### src/verilog/sensor_cfg_pkg.sv
// constants for the sensor configuration and status register
package sensor_cfg_pkg;
    // register indices on the 16-bit map
    localparam logic [3:0]  ADDR_RESULT     = 4'h0;
    localparam logic [3:0]  ADDR_CONFIG     = 4'h1;
    // configuration field positions
    localparam int          HIGH_FLAG_BIT   = 15;
    localparam int          LOW_FLAG_BIT    = 14;
    localparam int          DONE_FLAG_BIT   = 13;
    localparam int          BUSY_FLAG_BIT   = 12;
    localparam int          MODE_HI         = 11;
    localparam int          MODE_LO         = 10;
    localparam int          CYCLE_HI        = 9;
    localparam int          CYCLE_LO        = 7;
    localparam int          AVG_HI          = 6;
    localparam int          AVG_LO          = 5;
    localparam int          STYLE_BIT       = 4;
    localparam int          POL_BIT         = 3;
    localparam int          SRC_BIT         = 2;
    localparam int          SOFT_RESET_BIT  = 1;
    // reset values
    localparam logic [15:0] CONFIG_FACTORY  = 16'h0220;
    localparam logic [15:0] RESULT_RESET    = 16'h8000;
    // only these bits are kept in non-volatile storage
    localparam logic [15:0] NVM_STORE_MASK  = 16'h07FC;
    // conversion mode codes
    localparam logic [1:0]  MODE_CONT       = 2'h0;
    localparam logic [1:0]  MODE_SHUT       = 2'h1;
    localparam logic [1:0]  MODE_CONT_ALIAS = 2'h2;
    localparam logic [1:0]  MODE_SINGLE     = 2'h3;
    // self reset timing
    localparam int          SOFT_RESET_US   = 2000;
    localparam int          CLK_PERIOD_NS   = 100;
    localparam int          SOFT_RESET_CYC  = SOFT_RESET_US * 1000 / CLK_PERIOD_NS;
endpackage : sensor_cfg_pkg

### src/verilog/sensor_configuration.sv
// configuration and status register with averaging and alert pin logic
`timescale 1ns/1ps
module sensor_configuration #(
    parameter int SOFT_RESET_CYCLES = sensor_cfg_pkg::SOFT_RESET_CYC
) (
    input  wire logic        mclk,
    input  wire logic        reset_n,
    input  wire logic [3:0]  reg_addr,
    input  wire logic        reg_wr,
    input  wire logic        reg_rd,
    input  wire logic [15:0] reg_wdata,
    output logic      [15:0] reg_rdata,
    input  wire logic        sample_valid,
    input  wire logic [15:0] sample_data,
    input  wire logic [15:0] high_limit,
    input  wire logic [15:0] low_limit,
    input  wire logic        nvm_busy,
    input  wire logic        nvm_load_valid,
    input  wire logic [15:0] nvm_load_data,
    output logic      [1:0]  conversion_mode_field,
    output logic      [2:0]  cycle_time_field,
    output logic      [1:0]  averaging_field,
    output logic      [15:0] temp_result,
    output logic             soft_reset_active,
    output logic             alert_pin
);
    import sensor_cfg_pkg::*;

    // elaboration check; the self reset counter is 24 bits wide
    if (SOFT_RESET_CYCLES < 1 || SOFT_RESET_CYCLES > 16777215) begin : g_bad_cycles
        $error("SOFT_RESET_CYCLES out of range");
    end

    // configuration and flag state
    logic        high_flag_r, high_flag_nxt;
    logic        low_flag_r, low_flag_nxt;
    logic        done_flag_r, done_flag_nxt;
    logic [1:0]  mode_r, mode_nxt;
    logic [2:0]  cycle_r, cycle_nxt;
    logic [1:0]  avg_r, avg_nxt;
    logic        style_r, style_nxt;
    logic        pol_r, pol_nxt;
    logic        src_r, src_nxt;
    logic [15:0] image_r, image_nxt;
    logic [23:0] srst_cnt_r, srst_cnt_nxt;
    logic        srst_act_r, srst_act_nxt;
    logic [15:0] rdata_r, rdata_nxt;
    logic        alert_r, alert_nxt;
    // averaging state
    logic signed [21:0] acc_r, acc_nxt;
    logic [6:0]  cnt_r, cnt_nxt;
    logic [15:0] result_r, result_nxt;
    logic        update;

    logic        cfg_wr;
    logic        cfg_rd;
    logic        res_rd;
    logic        in_srst;
    logic [15:0] cfg_view;
    logic [6:0]  block_len;
    logic [2:0]  block_shift;
    logic signed [21:0] acc_sum;
    logic signed [21:0] acc_avg;

    // access decode
    assign cfg_wr  = reg_wr && reg_addr == ADDR_CONFIG;
    assign cfg_rd  = reg_rd && reg_addr == ADDR_CONFIG;
    assign res_rd  = reg_rd && reg_addr == ADDR_RESULT;
    assign in_srst = srst_cnt_r != 24'h000000;

    // assembled view of the configuration register
    always_comb begin
        cfg_view = 16'h0000;
        cfg_view[HIGH_FLAG_BIT]     = high_flag_r;
        cfg_view[LOW_FLAG_BIT]      = low_flag_r;
        cfg_view[DONE_FLAG_BIT]     = done_flag_r;
        cfg_view[BUSY_FLAG_BIT]     = nvm_busy;
        cfg_view[MODE_HI:MODE_LO]   = mode_r;
        cfg_view[CYCLE_HI:CYCLE_LO] = cycle_r;
        cfg_view[AVG_HI:AVG_LO]     = avg_r;
        cfg_view[STYLE_BIT]         = style_r;
        cfg_view[POL_BIT]           = pol_r;
        cfg_view[SRC_BIT]           = src_r;
    end

    // block length and divide shift per averaging code
    always_comb begin
        unique case (avg_r)
            2'h0: begin block_len = 7'd1;  block_shift = 3'd0; end
            2'h1: begin block_len = 7'd8;  block_shift = 3'd3; end
            2'h2: begin block_len = 7'd32; block_shift = 3'd5; end
            2'h3: begin block_len = 7'd64; block_shift = 3'd6; end
        endcase
    end

    // accumulate a fresh block, divide by shift, then start over
    always_comb begin
        acc_nxt    = acc_r;
        cnt_nxt    = cnt_r;
        result_nxt = result_r;
        update     = 1'b0;
        acc_sum    = acc_r + 22'(signed'(sample_data));
        acc_avg    = acc_sum >>> block_shift;
        if (in_srst || cfg_wr || mode_r == MODE_SHUT) begin
            // a settings change mid-block would mix two averaging depths
            acc_nxt = 22'sd0;
            cnt_nxt = 7'd0;
        end else if (sample_valid) begin
            if (cnt_r == block_len - 7'd1) begin
                result_nxt = acc_avg[15:0];
                acc_nxt    = 22'sd0;
                cnt_nxt    = 7'd0;
                update     = 1'b1;
            end else begin
                acc_nxt = acc_sum;
                cnt_nxt = cnt_r + 7'd1;
            end
        end
    end

    // averaging registers
    always_ff @(posedge mclk or negedge reset_n) begin
        if (!reset_n) begin
            acc_r    <= 22'sd0;
            cnt_r    <= 7'd0;
            result_r <= RESULT_RESET;
        end else begin
            acc_r    <= acc_nxt;
            cnt_r    <= cnt_nxt;
            result_r <= result_nxt;
        end
    end

    // configuration fields and the stored image
    always_comb begin
        mode_nxt  = mode_r;
        cycle_nxt = cycle_r;
        avg_nxt   = avg_r;
        style_nxt = style_r;
        pol_nxt   = pol_r;
        src_nxt   = src_r;
        image_nxt = image_r;
        // single shot falls back to shutdown once its result lands
        if (update && mode_r == MODE_SINGLE) begin
            mode_nxt = MODE_SHUT;
        end
        // power-up or storage load refreshes the image
        if (nvm_load_valid) begin
            image_nxt = nvm_load_data & NVM_STORE_MASK;
        end
        // writes during the self reset are dropped, not queued
        if (cfg_wr && !in_srst) begin
            mode_nxt  = reg_wdata[MODE_HI:MODE_LO] == MODE_CONT_ALIAS ?
                        MODE_CONT : reg_wdata[MODE_HI:MODE_LO];
            cycle_nxt = reg_wdata[CYCLE_HI:CYCLE_LO];
            avg_nxt   = reg_wdata[AVG_HI:AVG_LO];
            style_nxt = reg_wdata[STYLE_BIT];
            pol_nxt   = reg_wdata[POL_BIT];
            src_nxt   = reg_wdata[SRC_BIT];
        end
        // self reset and power-up load restore the stored fields
        if (in_srst || nvm_load_valid) begin
            mode_nxt  = {1'b0, image_nxt[MODE_LO]};
            cycle_nxt = image_nxt[CYCLE_HI:CYCLE_LO];
            avg_nxt   = image_nxt[AVG_HI:AVG_LO];
            style_nxt = image_nxt[STYLE_BIT];
            pol_nxt   = image_nxt[POL_BIT];
            src_nxt   = image_nxt[SRC_BIT];
        end
    end

    // field registers
    always_ff @(posedge mclk or negedge reset_n) begin
        if (!reset_n) begin
            mode_r  <= CONFIG_FACTORY[MODE_HI:MODE_LO];
            cycle_r <= CONFIG_FACTORY[CYCLE_HI:CYCLE_LO];
            avg_r   <= CONFIG_FACTORY[AVG_HI:AVG_LO];
            style_r <= CONFIG_FACTORY[STYLE_BIT];
            pol_r   <= CONFIG_FACTORY[POL_BIT];
            src_r   <= CONFIG_FACTORY[SRC_BIT];
            image_r <= CONFIG_FACTORY;
        end else begin
            mode_r  <= mode_nxt;
            cycle_r <= cycle_nxt;
            avg_r   <= avg_nxt;
            style_r <= style_nxt;
            pol_r   <= pol_nxt;
            src_r   <= src_nxt;
            image_r <= image_nxt;
        end
    end

    // self reset counter; the active flag is a flop of its own so the pin never glitches
    always_comb begin
        srst_cnt_nxt = in_srst ? srst_cnt_r - 24'h000001 : srst_cnt_r;
        // a write of 1 to the reset bit starts the count
        if (cfg_wr && !in_srst && reg_wdata[SOFT_RESET_BIT]) begin
            srst_cnt_nxt = 24'(SOFT_RESET_CYCLES);
        end
        srst_act_nxt = srst_cnt_nxt != 24'h000000;
    end

    // self reset registers
    always_ff @(posedge mclk or negedge reset_n) begin
        if (!reset_n) begin
            srst_cnt_r <= 24'h000000;
            srst_act_r <= 1'b0;
        end else begin
            srst_cnt_r <= srst_cnt_nxt;
            srst_act_r <= srst_act_nxt;
        end
    end

    // limit compares on the value about to be stored
    logic        above_high;
    logic        below_low;
    assign above_high = $signed(result_nxt) > $signed(high_limit);
    assign below_low  = $signed(result_nxt) < $signed(low_limit);

    // status flags; read clears come first so that a same-cycle set wins
    always_comb begin
        high_flag_nxt = high_flag_r;
        low_flag_nxt  = low_flag_r;
        done_flag_nxt = done_flag_r;
        if (cfg_rd || res_rd) begin
            done_flag_nxt = 1'b0;
        end
        if (cfg_rd && !style_r) begin
            high_flag_nxt = 1'b0;
            low_flag_nxt  = 1'b0;
        end
        if (update) begin
            done_flag_nxt = 1'b1;
            if (style_r) begin
                // therm style: hysteresis clears, reads do not
                if (above_high) begin
                    high_flag_nxt = 1'b1;
                end else if (below_low) begin
                    high_flag_nxt = 1'b0;
                end
            end else begin
                // alert style: flags stick until a configuration read
                if (above_high) begin
                    high_flag_nxt = 1'b1;
                end
                if (below_low) begin
                    low_flag_nxt = 1'b1;
                end
            end
        end
        // self reset and power-up load start from clean flags
        if (in_srst || nvm_load_valid) begin
            high_flag_nxt = 1'b0;
            low_flag_nxt  = 1'b0;
            done_flag_nxt = 1'b0;
        end
        if (style_nxt) begin
            low_flag_nxt = 1'b0;
        end
    end

    // flag registers
    always_ff @(posedge mclk or negedge reset_n) begin
        if (!reset_n) begin
            high_flag_r <= 1'b0;
            low_flag_r  <= 1'b0;
            done_flag_r <= 1'b0;
        end else begin
            high_flag_r <= high_flag_nxt;
            low_flag_r  <= low_flag_nxt;
            done_flag_r <= done_flag_nxt;
        end
    end

    // read data is captured before the read-side clears take effect,
    // so a configuration read returns the flags it is clearing
    always_comb begin
        rdata_nxt = rdata_r;
        if (cfg_rd) begin
            rdata_nxt = cfg_view;
        end else if (res_rd) begin
            rdata_nxt = result_r;
        end else if (reg_rd) begin
            rdata_nxt = 16'h0000; // unmapped indices read zero
        end
    end

    // read data register
    always_ff @(posedge mclk or negedge reset_n) begin
        if (!reset_n) begin
            rdata_r <= 16'h0000;
        end else begin
            rdata_r <= rdata_nxt;
        end
    end

    // pin level from the chosen source, then polarity; built from next
    // values so the pin moves in the same cycle as the flags it shows
    always_comb begin
        alert_nxt = (src_nxt ? done_flag_nxt : (high_flag_nxt | low_flag_nxt))
                    ~^ pol_nxt;
    end

    // pin register
    always_ff @(posedge mclk or negedge reset_n) begin
        if (!reset_n) begin
            alert_r <= 1'b1; // inactive for active-low factory polarity
        end else begin
            alert_r <= alert_nxt;
        end
    end

    // outputs straight from their flops
    assign reg_rdata             = rdata_r;
    assign conversion_mode_field = mode_r;
    assign cycle_time_field      = cycle_r;
    assign averaging_field       = avg_r;
    assign temp_result           = result_r;
    assign soft_reset_active     = srst_act_r;
    assign alert_pin             = alert_r;

endmodule : sensor_configuration
### config.mk
export PLATFORM = sky130hd
export DESIGN_NAME = sensor_configuration
export DESIGN_NICKNAME = d
export VERILOG_FILES = /design/src/verilog/sensor_cfg_pkg.sv /design/src/verilog/sensor_configuration.sv
export SDC_FILE = /design/constraint.sdc
export NUM_CORES = 1
export LEC_CHECK = 0
export BUFFER_PORTS_ARGS = -buffer_cell sky130_fd_sc_hd__buf_2
export CORE_MARGIN = 3
export CORE_UTILIZATION = 50
export CTS_CLUSTER_SIZE = 30
export DETAILED_ROUTE_END_ITERATION = 7
export HOLD_SLACK_MARGIN = 0.05
export PLACE_DENSITY = 0.73
export SYNTH_ARGS = -nofsm -noshare
export SYNTH_HDL_FRONTEND = slang
export SYNTH_SLANG_ARGS = --single-unit
### constraint.sdc
create_clock -name mclk -period 5.2 [get_ports mclk]
set_input_delay 1.04 -clock mclk [delete_from_list [all_inputs] [get_ports mclk]]
set_output_delay 1.04 -clock mclk [all_outputs]
set_load 0.005 [all_outputs]
==> results of run 1 <==
## cell type report
type / instances / area [µm²]
clock buffer: 10 / 229
clock inverter: 6 / 62.6
fill: 1172 / 5140
inverter: 64 / 240
multi-input combinational: 633 / 4730
sequential: 109 / 2740
tap: 184 / 230
timing repair buffer: 222 / 1380
## registers in the layout, indices dropped and copies added, names as in the netlist, 2 cells and up
| register | count |
|---|---|
| cycle_time_field | 3 |
| acc_r | 22 |
| image_r | 9 |
| reg_rdata | 16 |
| cnt_r | 7 |
| srst_cnt_r | 24 |
| conversion_mode_field | 2 |
| averaging_field | 2 |
| temp_result | 16 |
## how the worst max path moves through the flow
stage | slack [ps] | startpoint | cells after the start | to
3_5_place_dp | -830 | sample_data[0] | 23 | alert_pin
4_1_cts | -270 | sample_data[0] | 24 | alert_pin
6_report | -370 | sample_data[0] | 23 | alert_pin
5_1_grt | -480 | sample_data[0] | 23 | alert_pin
2_1_floorplan | -50 | sample_data[0] | 21 | alert_pin
3_3_place_gp | -780 | sample_data[1] | 21 | alert_pin
## where the power goes
part	switching, µW	total [µW]	internal [µW]
sequential	12.1	879	867
clock	353	694	341
combinational	228	415	187
## cell families (layout without fill, tap and decap cells)
kind of cell,Yosys count,after routing,synth area share
AO/OA/AOI/OAI,204,204,0.184
XOR/XNOR,38,38,0.0434
AND/OR/NAND/NOR,280,280,0.182
flip-flops,109,109,0.357
adder cells (fa/ha/maj),60,60,0.0989
buffers and inverters,96,302,0.0481
multiplexers,51,51,0.0873
## worst max-delay path, delay by kind of cell
kind | cells | cell delay (ps)
and+or+nand+nor | 2 | 280
muxes | 2 | 780
buffers and inverters | 5 | 690
adders and majority gates | 3 | 670
AOI/OAI and AO/OA | 10 | 2180
xor gates and xnor gates | 1 | 210
## layout by cell type (no fill, tap or decap), types with 10 or more instances in the layout
master	count
or3_1	10
a21oi_1	34
nor2_1	57
mux2_2	27
nor4_1	14
nand3_1	38
buf_2	117
nand2_1	76
buf_4	103
nor3_1	19
a31oi_1	15
xor2_1	17
xnor2_1	18
nand4_1	12
o21ai_0	40
inv_1	62
a21o_1	15
mux2i_1	11
dfrtp_1	103
o211ai_1	14
a22o_1	22
ha_1	56
mux4_2	10
## timing repair
item | 4_1_cts | 5_1_grt
setup endpoints to repair | 3 | 3
buffers inserted | 2 | 3
pin swaps | 7 | 15
gates resized for setup | 18 | 20
## metrics by stage
stage	worst slack (ps)	cells	utilization
finish	-368	1228	0.651
global placement	-782	1207	0.617
CTS	-267	1225	0.642
detailed placement	-826	1207	0.617
global route	-485	1228	0.651
floorplan	-45.8	838	-
## layer usage
metal | part of all wire | up-vias | routed length, µm | global-route usage
met5 | 0 | - | 0 | 0
met4 | 0.017 | 0 | 363 | 0.0678
met3 | 0.066 | 27 | 1400 | 0.0450
met2 | 0.48 | 250 | 10200 | 0.416
met1 | 0.44 | 3475 | 9270 | 0.346
li1 | - | 3483 | - | -
==> summary.md, run 1 <==
| Metric | Value |
|---|---|
| Max Cap Violations | 0 |
| Crit. End Element | flip-flop |
| Max_slew headroom | 0.369 |
| Clk sinks | ~110 |
| Worst r2r dst | alert_pin |
| Hold path depth | 1 |
| Final ANT Viol Nets | 0 |
| Worst-case clock buffer depth | 2 |
| Num CTS Buffers | 9 |
| Clock Skews | 7.29 ps |
| Endpoints failing hold | 0 |
| Critical R2R Launch | acc_r[0] |
| Async S/R FF share, synth | 1.00 |
| Slew Viols, Final | 0 |
| Aggregate global-route resource usage | 0.253 |
| DP Wirelength | between 15000 and 20000 µm |
| Row count | 44 |
| Fmax | between 150 and 200 MHz |
| Most common cell in the netlist | dfrtp_1 |
| Synth cell types | 70 |
| Ys flop type | dfrtp_1 |
| CTS tree | done |
| Crit path DAT | roughly 6000 ps |
| Number of synthesized register bits | about 110 |
| Power Dens Cells | between 200 and 250 nW/µm² |
| Grt total ovfl | 0 |
| Total wire length | 21300 µm |
| Worst-case reg-to-reg path depth | 22 |
| Final setup violation count | 2 |
| Placed Area | 9100 µm² |
| RD Place Congestion | just over 0.9 |
| Failing checks | setup timing |
| Worst Path Class, Setup | input port to flip-flop |
| Via count of the first global-routing pass | roughly 7k |
| Cell taking the most area after synthesis | dfrtp_1 |
| Yosys top cell area share | 0.336 |
| Initial antenna violation count | 0 |
| H-tree depth | 3 |
| Syn Nets | 989 |
| DRC errors left | 0 |
| Crit path cell chain | buf_6 > ha_4 > inv_2 > fa_2 > nor2b_2 > o311a_1 > o41ai_4 > buf_4 > o21a_1 > o221ai_2 > xor2_2 > mux4_2 > mux2i_2 > o21ai_2 > ha_1 > nand4_1 > a2111oi_4 > buf_4 > o2111ai_2 > buf_6 > a311o_1 > a211o_1 > o2111ai_2 |
| Via density | a little under 6 |
| Post-route cell area | a little under 10000 µm² |
| Hold crit path type | flip-flop to flip-flop |
| Final Net Count | between 1k and 1.5k |
| Minimum clock period | approximately 5600 ps |
| Top Ports | 132 |
| Slowest CP cell | mux4_2 |
| Ant diodes | 0 |
| Reg clk slew, reported paths | roughly 80 ps |
| Post-synth EDFFs | 0 |
| Fin Hold WS | 502 ps |
| FF-to-FF setup slack | -20 ps |
| Mapped cell area | approximately 7700 µm² |
| Syn avg cell area | between 9 and 10 µm² |
| First-pass iteration count of the detailed router | 5 |
| Total number of vias | ~7.2k |
| Min setup slack post-route | -368 ps |
| Crit share post-route | 1.07 |
| YS warnings | 0 |
| Total Power | between 1500 and 2000 µW |
| Core area | 14800 µm² |
| Hold_buf cts | 0 |
| CP Max Fanout | 5 |
| CP startpoint kind | input port |
| Die H | 130 µm |
| Static leakage power | around 0.0048 µW |
| First-pass GRT wire length | about 34000 µm |
| Largest net degree at the start of global routing | 72 |
| Status | finished, violations left |
| Final setup TNS | -385 ps |
| Share of cells above drive strength 1 | 0.309 |
| Commonest cells in the netlist | dfrtp_1, nand2_1, inv_1, ha_1, nor2_1 |
| Max VDD drop | 186 µV |
| Port Buffers | approximately 120 |
| Clock insertion delay at the later pin of the skew report | between 300 and 400 ps |
| Seq/Total Area, Yosys | 0.357 |
| Starting DRC count in detailed routing | around 600 |
| CTS root buf | clkbuf_16 |
| Wire length per cell | roughly 17 µm |
| Post-synthesis cell count | 838 |
| WHS Endpoint | image_r[8] |
| Area grow syn2layout | 25.3% |
| CP required | between 5000 and 6000 ps |
| DIE WIDTH | between 100 and 150 µm |
| Worst-Margin Slew | approximately 950 ps |
| RSZ-0062 raised after global routing | yes |
| Hold_sp | image_r[8] |
| Synth area leaders | dfrtp_1, ha_1, mux2_2 |
| Full die area | around 17000 µm² |
| Max incr delay on CP | 540 ps |
| Initial Utilization | 0.520 |
No activity file was read; power rests on OpenSTA's default activity.
==> run 2: changes to the inputs <==
BUFFER_PORTS_ARGS = -buffer_cell sky130_fd_sc_hd__buf_4   (was -buffer_cell sky130_fd_sc_hd__buf_2)
==> run 2 against run 1 <==
The run still ends with setup timing left. Clock skew rose by 5.3 ps. Via count rose by 0.37%. Clock power barely moved. Flip-flop and latch count did not move. Global-route usage rose by 1.1 points. Cell area rose by 5.8%. Combinational power rose by 12%. Critical path type unchanged. Largest power group unchanged.
==> summary.md, run 2 (same netlist as run 1, synthesis figures left out) <==
| Metric | Value |
|---|---|
| Clk sinks | 109 (unchanged) |
| Crit share post-route | 1.03 (-0.0416) |
| H-tree depth | 3 (unchanged) |
| Via count of the first global-routing pass | 7101 (+4.0%) |
| Reg clk slew, reported paths | 80 ps (about the same) |
| Critical path buffers and inverters | 6 (+1) |
| Via density | 5.84 (-0.92%) |
| Top routing layer used | met4 |
| Port Buffers | 119 (unchanged) |
| Num CTS Buffers | 9 (unchanged) |
| Biggest register | srst_cnt_r |
| Sequential share of power | 0.432 (-0.010) |
| Min setup slack post-route | -152 ps (+216 ps) |
| Max_slew headroom | 0.520 (+0.151) |
| Fmax | 187 MHz (+4.0%) |
| FF-to-FF setup slack | 190 ps (+210 ps) |
| Slew Viols, Final | 0 (unchanged) |
| Most frequent cells in the layout | buf_4, dfrtp_1, nand2_1, inv_1, nor2_1 |
| Starting DRC count in detailed routing | 546 (-9.2%) |
| CTS root buf | clkbuf_16 |
| Max Cap Violations | 0 (unchanged) |
| DP Wirelength | 16400 µm (+2.6%) |
| Largest net degree at the start of global routing | 58 (-19%) |
| Static leakage power | 0.00493 µW (+3.7%) |
| Slowest CP cell | mux4_2 |
| Final setup TNS | -152 ps (+234 ps) |
| Power Dens Cells | 200 nW/µm² (-3.2%) |
| Aggregate global-route resource usage | 0.264 (+0.0107) |
| Final Net Count | 1206 (+1.3%) |
| Fill count | 1170 (-0.17%) |
| RSZ-0062 raised after global routing | yes |
| DRT met1 WL | 9850 µm (+6.2%) |
| Worst-case reg-to-reg path depth | 23 (+4.5%) |
| Initial antenna violation count | 0 (unchanged) |
| Endpoints failing hold | 0 (unchanged) |
| DIE WIDTH | 130 µm (unchanged) |
| Total Power | 2040 µW (+2.4%) |
| Top Ports | 132 (unchanged) |
| DRC errors left | 0 (unchanged) |
| CP required | 5480 ps (about the same) |
| Hold_buf cts | 0 (unchanged) |
| Max incr delay on CP | 490 ps (-50 ps) |
| Row count | 44 (unchanged) |
| Critical R2R Launch | acc_r[0] |
| Share of cells above drive strength 1 | 0.336 (+0.0265) |
| Crit. End Element | flip-flop |
| Crit path cell chain | buf_6 > ha_4 > inv_2 > fa_2 > nor2b_2 > o311a_4 > o41ai_4 > buf_4 > o211ai_1 > a21o_1 > and2_4 > mux4_2 > buf_6 > mux2i_4 > o21ai_2 > ha_1 > nand4_1 > a2111oi_4 > buf_4 > o2111ai_2 > buf_6 > a311o_1 > a211o_1 > o2111ai_1 |
| Total wire length | 22300 µm (+4.9%) |
| Total number of vias | 7262 (+0.37%) |
| Worst Path Class, Setup | input port to flip-flop |
| Failing checks | setup timing |
| Final ANT Viol Nets | 0 (unchanged) |
| Worst-case clock buffer depth | 2 (unchanged) |
| Core area | 14800 µm² (unchanged) |
| CTS tree | done |
| First-pass GRT wire length | 35400 µm (+4.3%) |
| Clock Skews | 12.6 ps (+5.33 ps) |
| Met3 WL | 1200 µm (-15%) |
| WHS Endpoint | image_r[4] |
| Die H | 130 µm (unchanged) |
| Cell internal pwr | 1430 µW (+2.2%) |
| Crit-path most repeated cell | buf_6 |
| Minimum clock period | 5350 ps (-216 ps) |
| Clock power share | 0.340 (-0.009) |
| NetSw | 611 µW (+2.8%) |
| Initial Utilization | 0.520 (unchanged) |
| First-pass iteration count of the detailed router | 5 (unchanged) |
| Worst r2r dst | alert_pin |
| Clock insertion delay at the later pin of the skew report | 360 ps (about the same) |
| Commonest non-fill, non-tap cell in the layout | buf_4 |
| Status | finished, violations left |
| Ant diodes | 0 (unchanged) |
| Max VDD drop | 175 µV (-6.3%) |
| CP Max Fanout | 5 (unchanged) |
| Flip-flop count of the largest register after layout | 24 (unchanged) |
| Crit path DAT | 5630 ps (-220 ps) |
| CP top delay family | compound AO/OA/AOI/OAI gates |
| Metal2 WL | 10700 µm (+4.5%) |
| Final setup violation count | 1 (-1) |
| Grt total ovfl | 0 (unchanged) |
| Hold path depth | 1 (unchanged) |
| Area grow syn2layout | 32.5% |
| Switching Fraction | 0.300 (+0.00121) |
| Wire length per cell | 17.9 µm (+3.6%) |
| CP startpoint kind | input port |
| Hold_sp | image_r[4] |
| Top flop regs | srst_cnt_r x24, acc_r x22 |
| Hold crit path type | flip-flop to flip-flop |
| Full die area | 16900 µm² (unchanged) |
| RD Place Congestion | 0.870 (-4.3%) |
| Gate power share | 0.228 (+0.019) |
| Worst-Margin Slew | 719 ps (-226 ps) |
==> run 2: per-layer routing <==
layer	GRT usage	vias to the layer above
li1	-	3512
met1	0.364	3473
met2	0.421	237
met3	0.0487	40
met4	0.0856	0
met5	0	-
==> run 2: final cells by class <==
cell class              instances  area (µm²)  share of cell area
clock inverters                 6        56.3             0.00554
clock buffers                  10         229              0.0225
well taps                     184         230              0.0226
inverters                      64         240              0.0236
repair buffers                238        1810               0.178
flip-flops and latches        109        2740               0.269
multi-input cells             633        4860               0.479
==> run 2: power by group through the flow <==
stage,sequential (µW),clock [µW],combinational (µW)
after floorplan,893,0,242
after global placement,895,0,412
after detailed placement,895,0,417
after CTS,879,698,452
after global routing,881,736,505
final,879,693,464
==> run 2: timing repair <==
action                     CTS  global route
gates resized for setup     47            17
setup buffers               11             3
pin swaps                   36            18
setup endpoints to repair    3             3
gates cloned                 0             0
==> run 2: worst max path at each step <==
stage	slack [ps]	from	depth (start not counted)	endpoint
global route	-380	sample_data[1]	24	alert_pin
detailed placement	-770	sample_data[0]	23	alert_pin
CTS	-220	sample_data[0]	24	alert_pin
floorplan	-50	sample_data[0]	21	alert_pin
global placement	-770	sample_data[1]	21	alert_pin
finish	-150	sample_data[0]	24	alert_pin
==> run 2: through the flow <==
step / setup WS (ps) / cells / utilization / hold slack (ps) / area [µm²]
floorplan: -45.8 / 838 / - / 467 / 7670
global placement: -773 / 1214 / 0.641 / 480 / 9450
detailed placement: -772 / 1214 / 0.641 / 487 / 9450
CTS: -220 / 1241 / 0.681 / 503 / 10000
global route: -383 / 1244 / 0.689 / 522 / 10200
finish: -152 / 1244 / 0.689 / 503 / 10200
==> run 2: worst reg2reg max path: stages (launching register included) <==
cell	delay (ps)
dfrtp_1	420
ha_4	180
inv_2	50
fa_2	190
nor2b_2	60
o311a_4	320
o41ai_4	210
buf_4	200
o211ai_1	120
a21o_1	190
and2_4	150
mux4_2	490
buf_6	140
mux2i_4	160
o21ai_2	90
ha_1	310
nand4_1	190
a2111oi_4	340
buf_4	170
o2111ai_2	100
buf_6	180
a311o_1	320
a211o_1	270
o2111ai_1	90
